<file path="src/design/mcti_map.svh">
`ifndef MCTI_MAP_SVH
`define MCTI_MAP_SVH
// clock and timing
`define MCTI_CLK_NS 5
`define MCTI_GUARD_NS 20000
`define MCTI_GUARD_CYC (`MCTI_GUARD_NS / `MCTI_CLK_NS)
`define MCTI_BAUD_LO 1200
`define MCTI_BAUD_HI 2400
`define MCTI_HALF_LO (1000000000 / (`MCTI_BAUD_LO * 2 * `MCTI_CLK_NS))
`define MCTI_HALF_HI (1000000000 / (`MCTI_BAUD_HI * 2 * `MCTI_CLK_NS))
`define MCTI_CW 17
`define MCTI_GW 12
// data set synchroniser lanes
`define MCTI_I_DTR 0
`define MCTI_I_RTS 1
`define MCTI_I_TXD 2
`define MCTI_I_CH 3
`define MCTI_I_DA 4
`define MCTI_I_DC 5
`define MCTI_NI 6
// terminal synchroniser lanes
`define MCTI_T_RI 0
`define MCTI_T_DCD 1
`define MCTI_T_SQD 2
`define MCTI_T_CI 3
`define MCTI_T_CTS 4
`define MCTI_T_DSR 5
`define MCTI_T_RXD 6
`define MCTI_T_DB 7
`define MCTI_T_DD 8
`define MCTI_NT 9
// terminal register map, byte addresses
`define MCTI_AW 5
`define MCTI_REG_CTRL 5'h00
`define MCTI_REG_STAT 5'h04
`define MCTI_REG_ISTAT 5'h08
`define MCTI_REG_IMASK 5'h0C
`define MCTI_OKAY 2'h0
`define MCTI_SLVERR 2'h2
// control bits
`define MCTI_C_DTR 0
`define MCTI_C_RTS 1
`define MCTI_C_SPD 2
`define MCTI_C_OWNTX 3
`define MCTI_C_OWNRX 4
`define MCTI_NC 5
// event bits
`define MCTI_E_RING 0
`define MCTI_E_DCDOFF 1
`define MCTI_E_SQDOFF 2
`define MCTI_E_CTSON 3
`define MCTI_NE 4
`endif

</file>
<file path="src/design/mcti_pkg.sv">
`include "mcti_map.svh"
package mcti_pkg;
    typedef enum logic [1:0] {
        MCTI_ON_HOOK = 2'h1,
        MCTI_OFF_HOOK = 2'h2
    } mcti_conn_t;

    typedef struct packed {
        logic [`MCTI_NI-1:0] s1, s2, pv;
        mcti_conn_t conn;
        logic dcd;
        logic [`MCTI_GW-1:0] guard;
        logic ri;
        logic sqd;
        logic cts;
        logic dsr;
        logic ci;
        logic [`MCTI_CW-1:0] tcnt;
        logic db;
        logic [`MCTI_CW-1:0] rcnt;
        logic dd;
        logic rx_prev;
        logic rxd;
        logic txbit;
        logic txen;
        logic txout;
    } mcti_dce_st_t;

    typedef struct packed {
        logic [`MCTI_NT-1:0] s1, s2, pv;
        logic [`MCTI_NC-1:0] ctrl;
        logic [`MCTI_NE-1:0] istat;
        logic [`MCTI_NE-1:0] imask;
        logic irq;
        logic aw_got;
        logic [`MCTI_AW-1:0] awaddr;
        logic w_got;
        logic [31:0] wdata;
        logic wstrb0;
        logic bvalid;
        logic [1:0] bresp;
        logic rvalid;
        logic [31:0] rdata;
        logic [1:0] rresp;
        logic txd;
        logic take;
        logic rxb;
        logic rxv;
        logic [`MCTI_CW-1:0] acnt;
        logic da;
        logic [`MCTI_CW-1:0] ccnt;
        logic dc;
    } mcti_dte_st_t;
endpackage

</file>
<file path="src/design/mcti_if.sv">
`timescale 1ns/1ps
interface mcti_if;
    // terminal to data set
    logic dtr;
    logic rts;
    logic txd;
    logic ch;
    logic da;
    logic dc;
    // data set to terminal
    logic ri;
    logic dcd;
    logic sqd;
    logic ci;
    logic cts;
    logic dsr;
    logic rxd;
    logic db;
    logic dd;

    modport dce (
        input dtr, rts, txd, ch, da, dc,
        output ri, dcd, sqd, ci, cts, dsr, rxd, db, dd
    );
    modport dte (
        output dtr, rts, txd, ch, da, dc,
        input ri, dcd, sqd, ci, cts, dsr, rxd, db, dd
    );
endinterface

</file>
<file path="src/design/mcti_dte.sv">
`timescale 1ns/1ps
`include "mcti_map.svh"
module mcti_dte #(
    parameter logic [`MCTI_CW-1:0] HALF_LO = `MCTI_CW'(`MCTI_HALF_LO),
    parameter logic [`MCTI_CW-1:0] HALF_HI = `MCTI_CW'(`MCTI_HALF_HI)
) (
    input wire logic mclk,
    input wire logic resetn,
    mcti_if.dte link,
    input wire logic [`MCTI_AW-1:0] awaddr,
    input wire logic awvalid,
    output logic awready,
    input wire logic [31:0] wdata,
    input wire logic [3:0] wstrb,
    input wire logic wvalid,
    output logic wready,
    output logic [1:0] bresp,
    output logic bvalid,
    input wire logic bready,
    input wire logic [`MCTI_AW-1:0] araddr,
    input wire logic arvalid,
    output logic arready,
    output logic [31:0] rdata,
    output logic [1:0] rresp,
    output logic rvalid,
    input wire logic rready,
    output logic irq,
    input wire logic tx_bit,
    output logic tx_bit_take,
    output logic rx_bit,
    output logic rx_bit_valid
);
    mcti_pkg::mcti_dte_st_t st, next_st;
    logic [`MCTI_NE-1:0] ev, clr;
    logic [`MCTI_CW-1:0] half;
    logic tx_step, rx_step, send_ok;

    // word decode shared by both channels
    function automatic logic mapped(logic [`MCTI_AW-1:0] a);
        logic [`MCTI_AW-1:0] w;
        w = {a[`MCTI_AW-1:2], 2'h0};
        mapped = (w == `MCTI_REG_CTRL) || (w == `MCTI_REG_STAT) ||
            (w == `MCTI_REG_ISTAT) || (w == `MCTI_REG_IMASK);
    endfunction

    // handshakes held off while an answer is pending
    assign awready = ~st.aw_got & ~st.bvalid;
    assign wready = ~st.w_got & ~st.bvalid;
    assign arready = ~st.rvalid;
    assign half = (st.ctrl[`MCTI_C_SPD] | st.s2[`MCTI_T_CI]) ?
        HALF_HI - 1'b1 : HALF_LO - 1'b1;
    assign send_ok = st.ctrl[`MCTI_C_RTS] & st.s2[`MCTI_T_CTS] &
        st.s2[`MCTI_T_DSR];

    always_comb begin
        next_st = st;
        ev = '0;
        clr = '0;
        next_st.s1 = {link.dd, link.db, link.rxd, link.dsr, link.cts,
            link.ci, link.sqd, link.dcd, link.ri};
        next_st.s2 = st.s1;
        next_st.pv = st.s2;
        // register bus
        if (awvalid & awready) begin
            next_st.aw_got = 1'b1;
            next_st.awaddr = awaddr;
        end
        if (wvalid & wready) begin
            next_st.w_got = 1'b1;
            next_st.wdata = wdata;
            next_st.wstrb0 = wstrb[0];
        end
        if (st.bvalid & bready) begin
            next_st.bvalid = 1'b0;
        end
        if (st.aw_got & st.w_got) begin
            next_st.aw_got = 1'b0;
            next_st.w_got = 1'b0;
            next_st.bvalid = 1'b1;
            next_st.bresp = mapped(st.awaddr) ? `MCTI_OKAY : `MCTI_SLVERR;
            if (st.wstrb0) begin
                unique case ({st.awaddr[`MCTI_AW-1:2], 2'h0})
                    `MCTI_REG_CTRL: next_st.ctrl = st.wdata[`MCTI_NC-1:0];
                    `MCTI_REG_ISTAT: clr = st.wdata[`MCTI_NE-1:0];
                    `MCTI_REG_IMASK: next_st.imask = st.wdata[`MCTI_NE-1:0];
                    default: ;
                endcase
            end
        end
        if (st.rvalid & rready) begin
            next_st.rvalid = 1'b0;
        end
        if (arvalid & arready) begin
            next_st.rvalid = 1'b1;
            next_st.rresp = mapped(araddr) ? `MCTI_OKAY : `MCTI_SLVERR;
            next_st.rdata = '0;
            unique case ({araddr[`MCTI_AW-1:2], 2'h0})
                `MCTI_REG_CTRL: next_st.rdata[`MCTI_NC-1:0] = st.ctrl;
                `MCTI_REG_STAT: next_st.rdata[5:0] = st.s2[5:0];
                `MCTI_REG_ISTAT: next_st.rdata[`MCTI_NE-1:0] = st.istat;
                `MCTI_REG_IMASK: next_st.rdata[`MCTI_NE-1:0] = st.imask;
                default: ;
            endcase
        end
        // sticky events, a new event beats the clear
        ev[`MCTI_E_RING] = st.s2[`MCTI_T_RI] & ~st.pv[`MCTI_T_RI];
        ev[`MCTI_E_DCDOFF] = st.pv[`MCTI_T_DCD] & ~st.s2[`MCTI_T_DCD];
        ev[`MCTI_E_SQDOFF] = st.pv[`MCTI_T_SQD] & ~st.s2[`MCTI_T_SQD];
        ev[`MCTI_E_CTSON] = st.s2[`MCTI_T_CTS] & ~st.pv[`MCTI_T_CTS];
        next_st.istat = (st.istat & ~clr) | ev;
        next_st.irq = |(next_st.istat & next_st.imask);
        // own transmit timing, data changes on its rise
        if (!st.ctrl[`MCTI_C_OWNTX]) begin
            next_st.acnt = '0;
            next_st.da = 1'b0;
        end else if (st.acnt == '0) begin
            next_st.acnt = half;
            next_st.da = ~st.da;
        end else begin
            next_st.acnt = st.acnt - 1'b1;
        end
        tx_step = st.ctrl[`MCTI_C_OWNTX] ?
            (st.acnt == '0) & ~st.da :
            st.s2[`MCTI_T_DB] & ~st.pv[`MCTI_T_DB];
        next_st.take = 1'b0;
        if (tx_step) begin
            next_st.txd = send_ok ? tx_bit : 1'b1;
            next_st.take = send_ok;
        end
        // own receive timing, sample on its fall
        if (!st.ctrl[`MCTI_C_OWNRX]) begin
            next_st.ccnt = '0;
            next_st.dc = 1'b0;
        end else if (st.ccnt == '0) begin
            next_st.ccnt = half;
            next_st.dc = ~st.dc;
        end else begin
            next_st.ccnt = st.ccnt - 1'b1;
        end
        rx_step = st.ctrl[`MCTI_C_OWNRX] ?
            (st.ccnt == '0) & st.dc :
            st.pv[`MCTI_T_DD] & ~st.s2[`MCTI_T_DD];
        next_st.rxv = rx_step & st.s2[`MCTI_T_DCD];
        if (rx_step) begin
            next_st.rxb = st.s2[`MCTI_T_RXD];
        end
    end

    always_ff @(posedge mclk or negedge resetn) begin
        if (!resetn) begin
            st <= '{txd: 1'b1, default: '0};
        end else begin
            st <= next_st;
        end
    end

    assign link.dtr = st.ctrl[`MCTI_C_DTR];
    assign link.rts = st.ctrl[`MCTI_C_RTS];
    assign link.ch = st.ctrl[`MCTI_C_SPD];
    assign link.txd = st.txd;
    assign link.da = st.da;
    assign link.dc = st.dc;
    assign bresp = st.bresp;
    assign bvalid = st.bvalid;
    assign rdata = st.rdata;
    assign rresp = st.rresp;
    assign rvalid = st.rvalid;
    assign irq = st.irq;
    assign tx_bit_take = st.take;
    assign rx_bit = st.rxb;
    assign rx_bit_valid = st.rxv;
endmodule

</file>
<file path="src/flat_wrapper.sv">
// flat-port wrapper written by rule: the top's interface ports become plain ports
module mcti_dte_flat 
#(
    parameter logic [`MCTI_CW-1:0] HALF_LO = `MCTI_CW'(`MCTI_HALF_LO),
    parameter logic [`MCTI_CW-1:0] HALF_HI = `MCTI_CW'(`MCTI_HALF_HI)
)
  (mclk, resetn, awaddr, awvalid, awready, wdata, wstrb, wvalid, wready, bresp, bvalid, bready, araddr, arvalid, arready, rdata, rresp, rvalid, rready, irq, tx_bit, tx_bit_take, rx_bit, rx_bit_valid, link_dtr, link_rts, link_txd, link_ch, link_da, link_dc, link_ri, link_dcd, link_sqd, link_ci, link_cts, link_dsr, link_rxd, link_db, link_dd);
  mcti_if link_i ();
  input wire logic mclk;
  input wire logic resetn;
  input wire logic [`MCTI_AW-1:0] awaddr;
  input wire logic awvalid;
  output logic awready;
  input wire logic [31:0] wdata;
  input wire logic [3:0] wstrb;
  input wire logic wvalid;
  output logic wready;
  output logic [1:0] bresp;
  output logic bvalid;
  input wire logic bready;
  input wire logic [`MCTI_AW-1:0] araddr;
  input wire logic arvalid;
  output logic arready;
  output logic [31:0] rdata;
  output logic [1:0] rresp;
  output logic rvalid;
  input wire logic rready;
  output logic irq;
  input wire logic tx_bit;
  output logic tx_bit_take;
  output logic rx_bit;
  output logic rx_bit_valid;
  output wire logic [$bits(link_i.dtr)-1:0] link_dtr;
  output wire logic [$bits(link_i.rts)-1:0] link_rts;
  output wire logic [$bits(link_i.txd)-1:0] link_txd;
  output wire logic [$bits(link_i.ch)-1:0] link_ch;
  output wire logic [$bits(link_i.da)-1:0] link_da;
  output wire logic [$bits(link_i.dc)-1:0] link_dc;
  input wire logic [$bits(link_i.ri)-1:0] link_ri;
  input wire logic [$bits(link_i.dcd)-1:0] link_dcd;
  input wire logic [$bits(link_i.sqd)-1:0] link_sqd;
  input wire logic [$bits(link_i.ci)-1:0] link_ci;
  input wire logic [$bits(link_i.cts)-1:0] link_cts;
  input wire logic [$bits(link_i.dsr)-1:0] link_dsr;
  input wire logic [$bits(link_i.rxd)-1:0] link_rxd;
  input wire logic [$bits(link_i.db)-1:0] link_db;
  input wire logic [$bits(link_i.dd)-1:0] link_dd;
  assign link_dtr = link_i.dtr;
  assign link_rts = link_i.rts;
  assign link_txd = link_i.txd;
  assign link_ch = link_i.ch;
  assign link_da = link_i.da;
  assign link_dc = link_i.dc;
  assign link_i.ri = link_ri;
  assign link_i.dcd = link_dcd;
  assign link_i.sqd = link_sqd;
  assign link_i.ci = link_ci;
  assign link_i.cts = link_cts;
  assign link_i.dsr = link_dsr;
  assign link_i.rxd = link_rxd;
  assign link_i.db = link_db;
  assign link_i.dd = link_dd;
  mcti_dte #(.HALF_LO(HALF_LO), .HALF_HI(HALF_HI)) u_core (.mclk(mclk), .resetn(resetn), .link(link_i), .awaddr(awaddr), .awvalid(awvalid), .awready(awready), .wdata(wdata), .wstrb(wstrb), .wvalid(wvalid), .wready(wready), .bresp(bresp), .bvalid(bvalid), .bready(bready), .araddr(araddr), .arvalid(arvalid), .arready(arready), .rdata(rdata), .rresp(rresp), .rvalid(rvalid), .rready(rready), .irq(irq), .tx_bit(tx_bit), .tx_bit_take(tx_bit_take), .rx_bit(rx_bit), .rx_bit_valid(rx_bit_valid));
endmodule
</file>
<file path="config.mk">
export PLATFORM = sky130hd
export DESIGN_NAME = mcti_dte_flat
export DESIGN_NICKNAME = d
export VERILOG_FILES = /design/src/design/mcti_pkg.sv /design/src/design/mcti_if.sv /design/src/design/mcti_dte.sv /design/src/flat_wrapper.sv
export VERILOG_INCLUDE_DIRS = /design/src /design/src/design
export SDC_FILE = /design/constraint.sdc
export NUM_CORES = 1
export LEC_CHECK = 0
export BUFFER_PORTS_ARGS = -buffer_cell sky130_fd_sc_hd__buf_4
export CORE_ASPECT_RATIO = 1.5
export CORE_MARGIN = 3
export CORE_UTILIZATION = 58
export CTS_BUF_LIST = sky130_fd_sc_hd__clkbuf_4 sky130_fd_sc_hd__clkbuf_8
export DETAILED_ROUTE_END_ITERATION = 7
export GPL_ROUTABILITY_DRIVEN = 0
export HOLD_SLACK_MARGIN = 0.12
export PLACE_DENSITY = 0.88
export RECOVER_POWER = 50
export SETUP_SLACK_MARGIN = 0.1
export SLEW_MARGIN = 20
export SYNTH_ARGS = -nofsm -noshare
export SYNTH_HDL_FRONTEND = slang
export SYNTH_SLANG_ARGS = --single-unit
</file>
<file path="constraint.sdc">
create_clock -name mclk -period 4.3 [get_ports mclk]
set_clock_uncertainty 0.15 [all_clocks]
set_input_delay 0.215 -clock mclk [delete_from_list [all_inputs] [get_ports mclk]]
set_output_delay 0.215 -clock mclk [all_outputs]
set_load 0.01 [all_outputs]
</file>
# Word level (Yosys, flattened, before mapping)
# Cells that the tools add are included.
[totals] reg_bits=133 elab_cells=117 output_inout_bits=51
[classes] bitwise_logic=36 addsub=2 n_mux=30 n_reduce_logical=16 n_eq_ne=8
[ops] operator="2-to-1 mux 17 bit" n=3
[ops] operator="2-to-1 mux 18 bit" n=2
[ops] operator="2-to-1 mux 35 bit" n=1
[ops] operator="zero test 17 bit" n=2
[ops] operator="2-to-1 mux 34 bit" n=1
[ops] operator="subtractor 17 x 1 -> 17 bit, second input constant" n=2
[ops] operator="2-to-1 mux 4 bit" n=6
[ops] operator="bitwise AND 1 bit" n=19
[ops] operator="one-hot mux 4 bit (4 select lines)" n=1
[ops] operator="== test 3 x 2 -> 1 bit, second input constant" n=4
[ops] operator="inverter 1 bit" n=12
[ops] operator="2-to-1 mux 1 bit" n=11
[ops] operator="bitwise AND 4 bit" n=2
[ops] operator="nonzero test 2 bit" n=4
[ops] operator="== test 3 x 1 -> 1 bit, second input constant" n=2
[ops] operator="zero test 3 bit" n=2
[ops] operator="logical OR 1 bit" n=6
[ops] operator="2-to-1 mux 6 bit" n=1
[ops] operator="2-to-1 mux 2 bit" n=2
[ops] operator="!= test 2 bit, second input constant" n=2
[ops] operator="inverter 4 bit" n=1
[ops] operator="bitwise OR 4 bit" n=1
[ops] operator="OR reduction 4 bit" n=1
[ops] operator="2-to-1 mux 3 bit" n=1
[ops] operator="other kinds (3)" n=3

# Depth between registers and ports, before layout
[logic_depth] depth_word=9 ltp_mapped=7 mapped_depth_nobuf=6

# Worst setup path before layout
# OpenSTA, ideal clock, no wires.
[synth_timing] kind="reg2reg" start="reg u_core.st[6] in the netlist's numbering" end="reg u_core.st, in the netlist u_core.rx_bit" stages_incl_launch_ff=6 path_slack_ns=2.319 t_required_ns=4.025 setup_time_ns=0.125 synth_period_minus_slack_ns=1.981 arrival_time_ns=1.706 cell_sequence="dfrtp_1 > nor4_4 > and3_2 > nand4_4 > o32ai_1 > mux2_2"
[synth_via] elab_chain_len=3
[synth_lines] item="start, declared" line="mcti_dte.sv:33" rtl="mcti_pkg::mcti_dte_st_t st, next_st;"
[synth_lines] item="start signal, assigned" line="mcti_dte.sv:153" rtl="st <= next_st;"
[synth_lines] item="zero test 17 bit" line="mcti_dte.sv:141" rtl="(st.ccnt == '0) & st.dc :"
[synth_lines] item="bitwise AND 1 bit" line="mcti_dte.sv:141"
[synth_lines] item="2-to-1 mux 1 bit" line="mcti_dte.sv:140" rtl="rx_step = st.ctrl[`MCTI_C_OWNRX] ?"
# Every way passes these cells.
# A chain may end at the register's enable or synchronous reset.

==> metrics <==
status finished, violations left; failing checks max-capacitance violations, max-slew violations; Slew @ Worst Pin 2.25 ns; Core Util, Final ~70%; clock slew at reported path FFs ~0.10 ns; Max Cap Viol 1; leak pwr between 0.002 and 0.0025 uW; Cells after Synth 380; max FFs per register 61; Root Buffer clkbuf_8; synthesized area ~4400 sq um; per-cell routed wire length ~18 microns; Top FF cell, synth dfrtp_1; CP Data Arrival Time 3.17 ns; share of cells above drive strength 1 around 16%; IO Pins ~110; crit end category asynchronous set/reset pin; GRT overflow 0; die width 76.8 microns; syn avg cell area about 11 sq um; die area around 8600 sq um; Post-synth EDFFs 0; Rows 38; antenna violations before repair 0; n_diodes 0; Pwr Density between 600 and 700 nW/um^2; Synth Register Bits 99; WHS approximately 0.2 ns; DPL Wire Length roughly 6 mm; Synth Area in XOR/XNOR under 10%; number of H-tree levels 3; Finished Cell Area 5070 sq um; Reg with most FFs u_core.st; Worst-Skew Late Latency 0.36 ns; Vias/cell 5.41; RSZ-0062 raised after global routing false; Ys Warns 0; initial core utilization 60.0%; max frequency 346 MHz; via count about 3,000; DRC viols 0; Pins Over Slew Limit 45; drt initial violations roughly 260; Synth Area in Compound Gates 8.83%; Port Buffers approximately 50; area post-placement roughly 4700 sq um; total negative slack 0 ns; maximum vdd drop approximately 450 uV; relative slew slack -50.2%; Post-Synth Simple-Gate Area 12.4%; Multi-input gate area between 1500 and 2000 sq um; asr flop ratio synth 100%; fillcell total 480; Post-Synth Adder-Cell Area under 10%; antenna viol nets, final 0; CTS tree done; Seq/Total Area, Yosys 56.8%; CP Launch Type primary input; cts bufs inserted 9; Layout area overhead 16.3%; final hold violations 0; die height around 110 microns; proportion of synthesized area in mux cells ~6.6%; Crit Path Max Fanout 56; kind of critical path in -> async; pin count of the biggest net entering global routing 57; DRT Pass-1 Iters 4; sequential cell area roughly 2500 sq um; final WL slightly below 10 mm; combinational family with the most area after synthesis simple AND/OR/NAND/NOR gates; total track usage 24.0%; HP Class in -> reg; Sink Count 99; Nets a little over 500; Core ar. between 7000 and 8000 sq um; fin crit share 67.2%; first-pass GRT wire length 16.0 mm; post-synth top area share approximately 56%; clk buf depth 2; Synth cell types 48; Synth area leader dfrtp_1; Tmin final approximately 2.9 ns; critical path data required time approximately 4.6 ns; Setup-failing EPs final 0; top cells by area, synth dfrtp_1 (56%), buf_4 (6.2%), mux2_2 (4.1%), xnor2_1 (3.0%), nor2_1 (2.8%); vias in the first global route roughly 3,200
## path summary, 6_finish.rpt
kind	from	to	slack [ns]	cells past startpoint
worst max-delay path	resetn	u_core.st[3]	1.41	3
worst min-delay path	araddr[2]	u_core.rdata[3]	0.20	3
worst max register to register	u_core.st[6]	u_core.st[10]	1.75	5
worst min register to register	u_core.next_st[147]	u_core.next_st[138]	0.21	0
max in group mclk	u_core.st[6]	u_core.st[10]	1.75	5
min in group asynchronous	resetn	u_core.next_st[132]	0.91	2
## synthesized netlist by cell type (4+ instances only)
master,n
dfrtp_1,98
buf_4,36
nor2_1,33
nand2_1,27
a21oi_1,23
mux2_2,16
xnor2_1,15
inv_1,14
xor2_1,13
o21ai_0,12
clkbuf_1,11
nand3_1,6
nor3_1,6
nor2b_1,5
a22o_1,4
and2_1,4
ha_1,4
mux4_2,4
nor4_1,4
o31ai_1,4
## cells in the final DEF, fill, tap and decap left out, drive strengths merged, types with 2 or more instances in the layout
master / count
a21boi: 3
a21o: 3
a21oi: 23
a22o: 4
a31oi: 2
and2: 5
and3: 2
buf: 21
bufinv: 2
clkbuf: 41
conb: 28
dfrtp: 98
dlygate4sd3: 26
ha: 4
inv: 18
mux2: 16
mux2i: 2
mux4: 4
nand2: 27
nand3: 6
nand4: 3
nor2: 33
nor2b: 5
nor3: 6
nor4: 7
o21ai: 12
o31ai: 5
o41ai: 3
or2: 3
or4: 2
xnor2: 15
xor2: 13
## logic make-up (layout without fill, tap and decap cells)
family / count (synthesis) / in the layout
and+or+nand+nor: 103 / 103
DFF: 99 / 99
buffers and inverters: 62 / 109
AOI/OAI and AO/OA: 61 / 61
xor gates and xnor gates: 28 / 28
muxes: 22 / 22
adders and majority gates: 4 / 4
other: 1 / 28
## worst max-delay path, cell delays in order
cell and delay (ns):
dlygate4sd3_1 0.52, clkbuf_1 1.60, buf_4 0.79
## final cells by class
type	instances	area share, %
well taps	100	2.47
multi-input cells	246	31.9
repair buffers	79	11.3
inverters	14	1.04
clock inverters	7	2.05
flip-flops and latches	99	48.8
clock buffers	9	2.44
## metal layers
| metal | routed length, microns | vias up | GRT usage (%) |
|---|---|---|---|
| met1 | 3600 | 1491 | 27.8 |
| met3 | 373 | 20 | 4.41 |
| met4 | 247 | 0 | 10.9 |
| li1 | - | 1372 | - |
| met5 | 0 | - | 0 |
| met2 | 5520 | 114 | 43.0 |
## power by group
part / internal (uW) / switching (uW) / total (uW)
clock: 337 / 335 / 672
combinational: 593 / 802 / 1400
sequential: 1160 / 238 / 1390
## what timing repair did
| item | CTS | global route |
|---|---|---|
| resized for setup | 0 | 0 |
| setup buffers | 0 | 0 |
| hold buffers | 26 | 0 |
| endpoints found under the hold margin | 70 | 0 |
## metrics by stage
step	cells	power [uW]	worst slack [ns]
CTS	554	3480	1.75
global route	554	3690	0.904
floorplan	407	2420	2.32
detailed placement	512	2770	1.82
finish	554	3460	1.41
global placement	512	2700	1.86
Note: power is estimated with default switching activity, not from simulation.
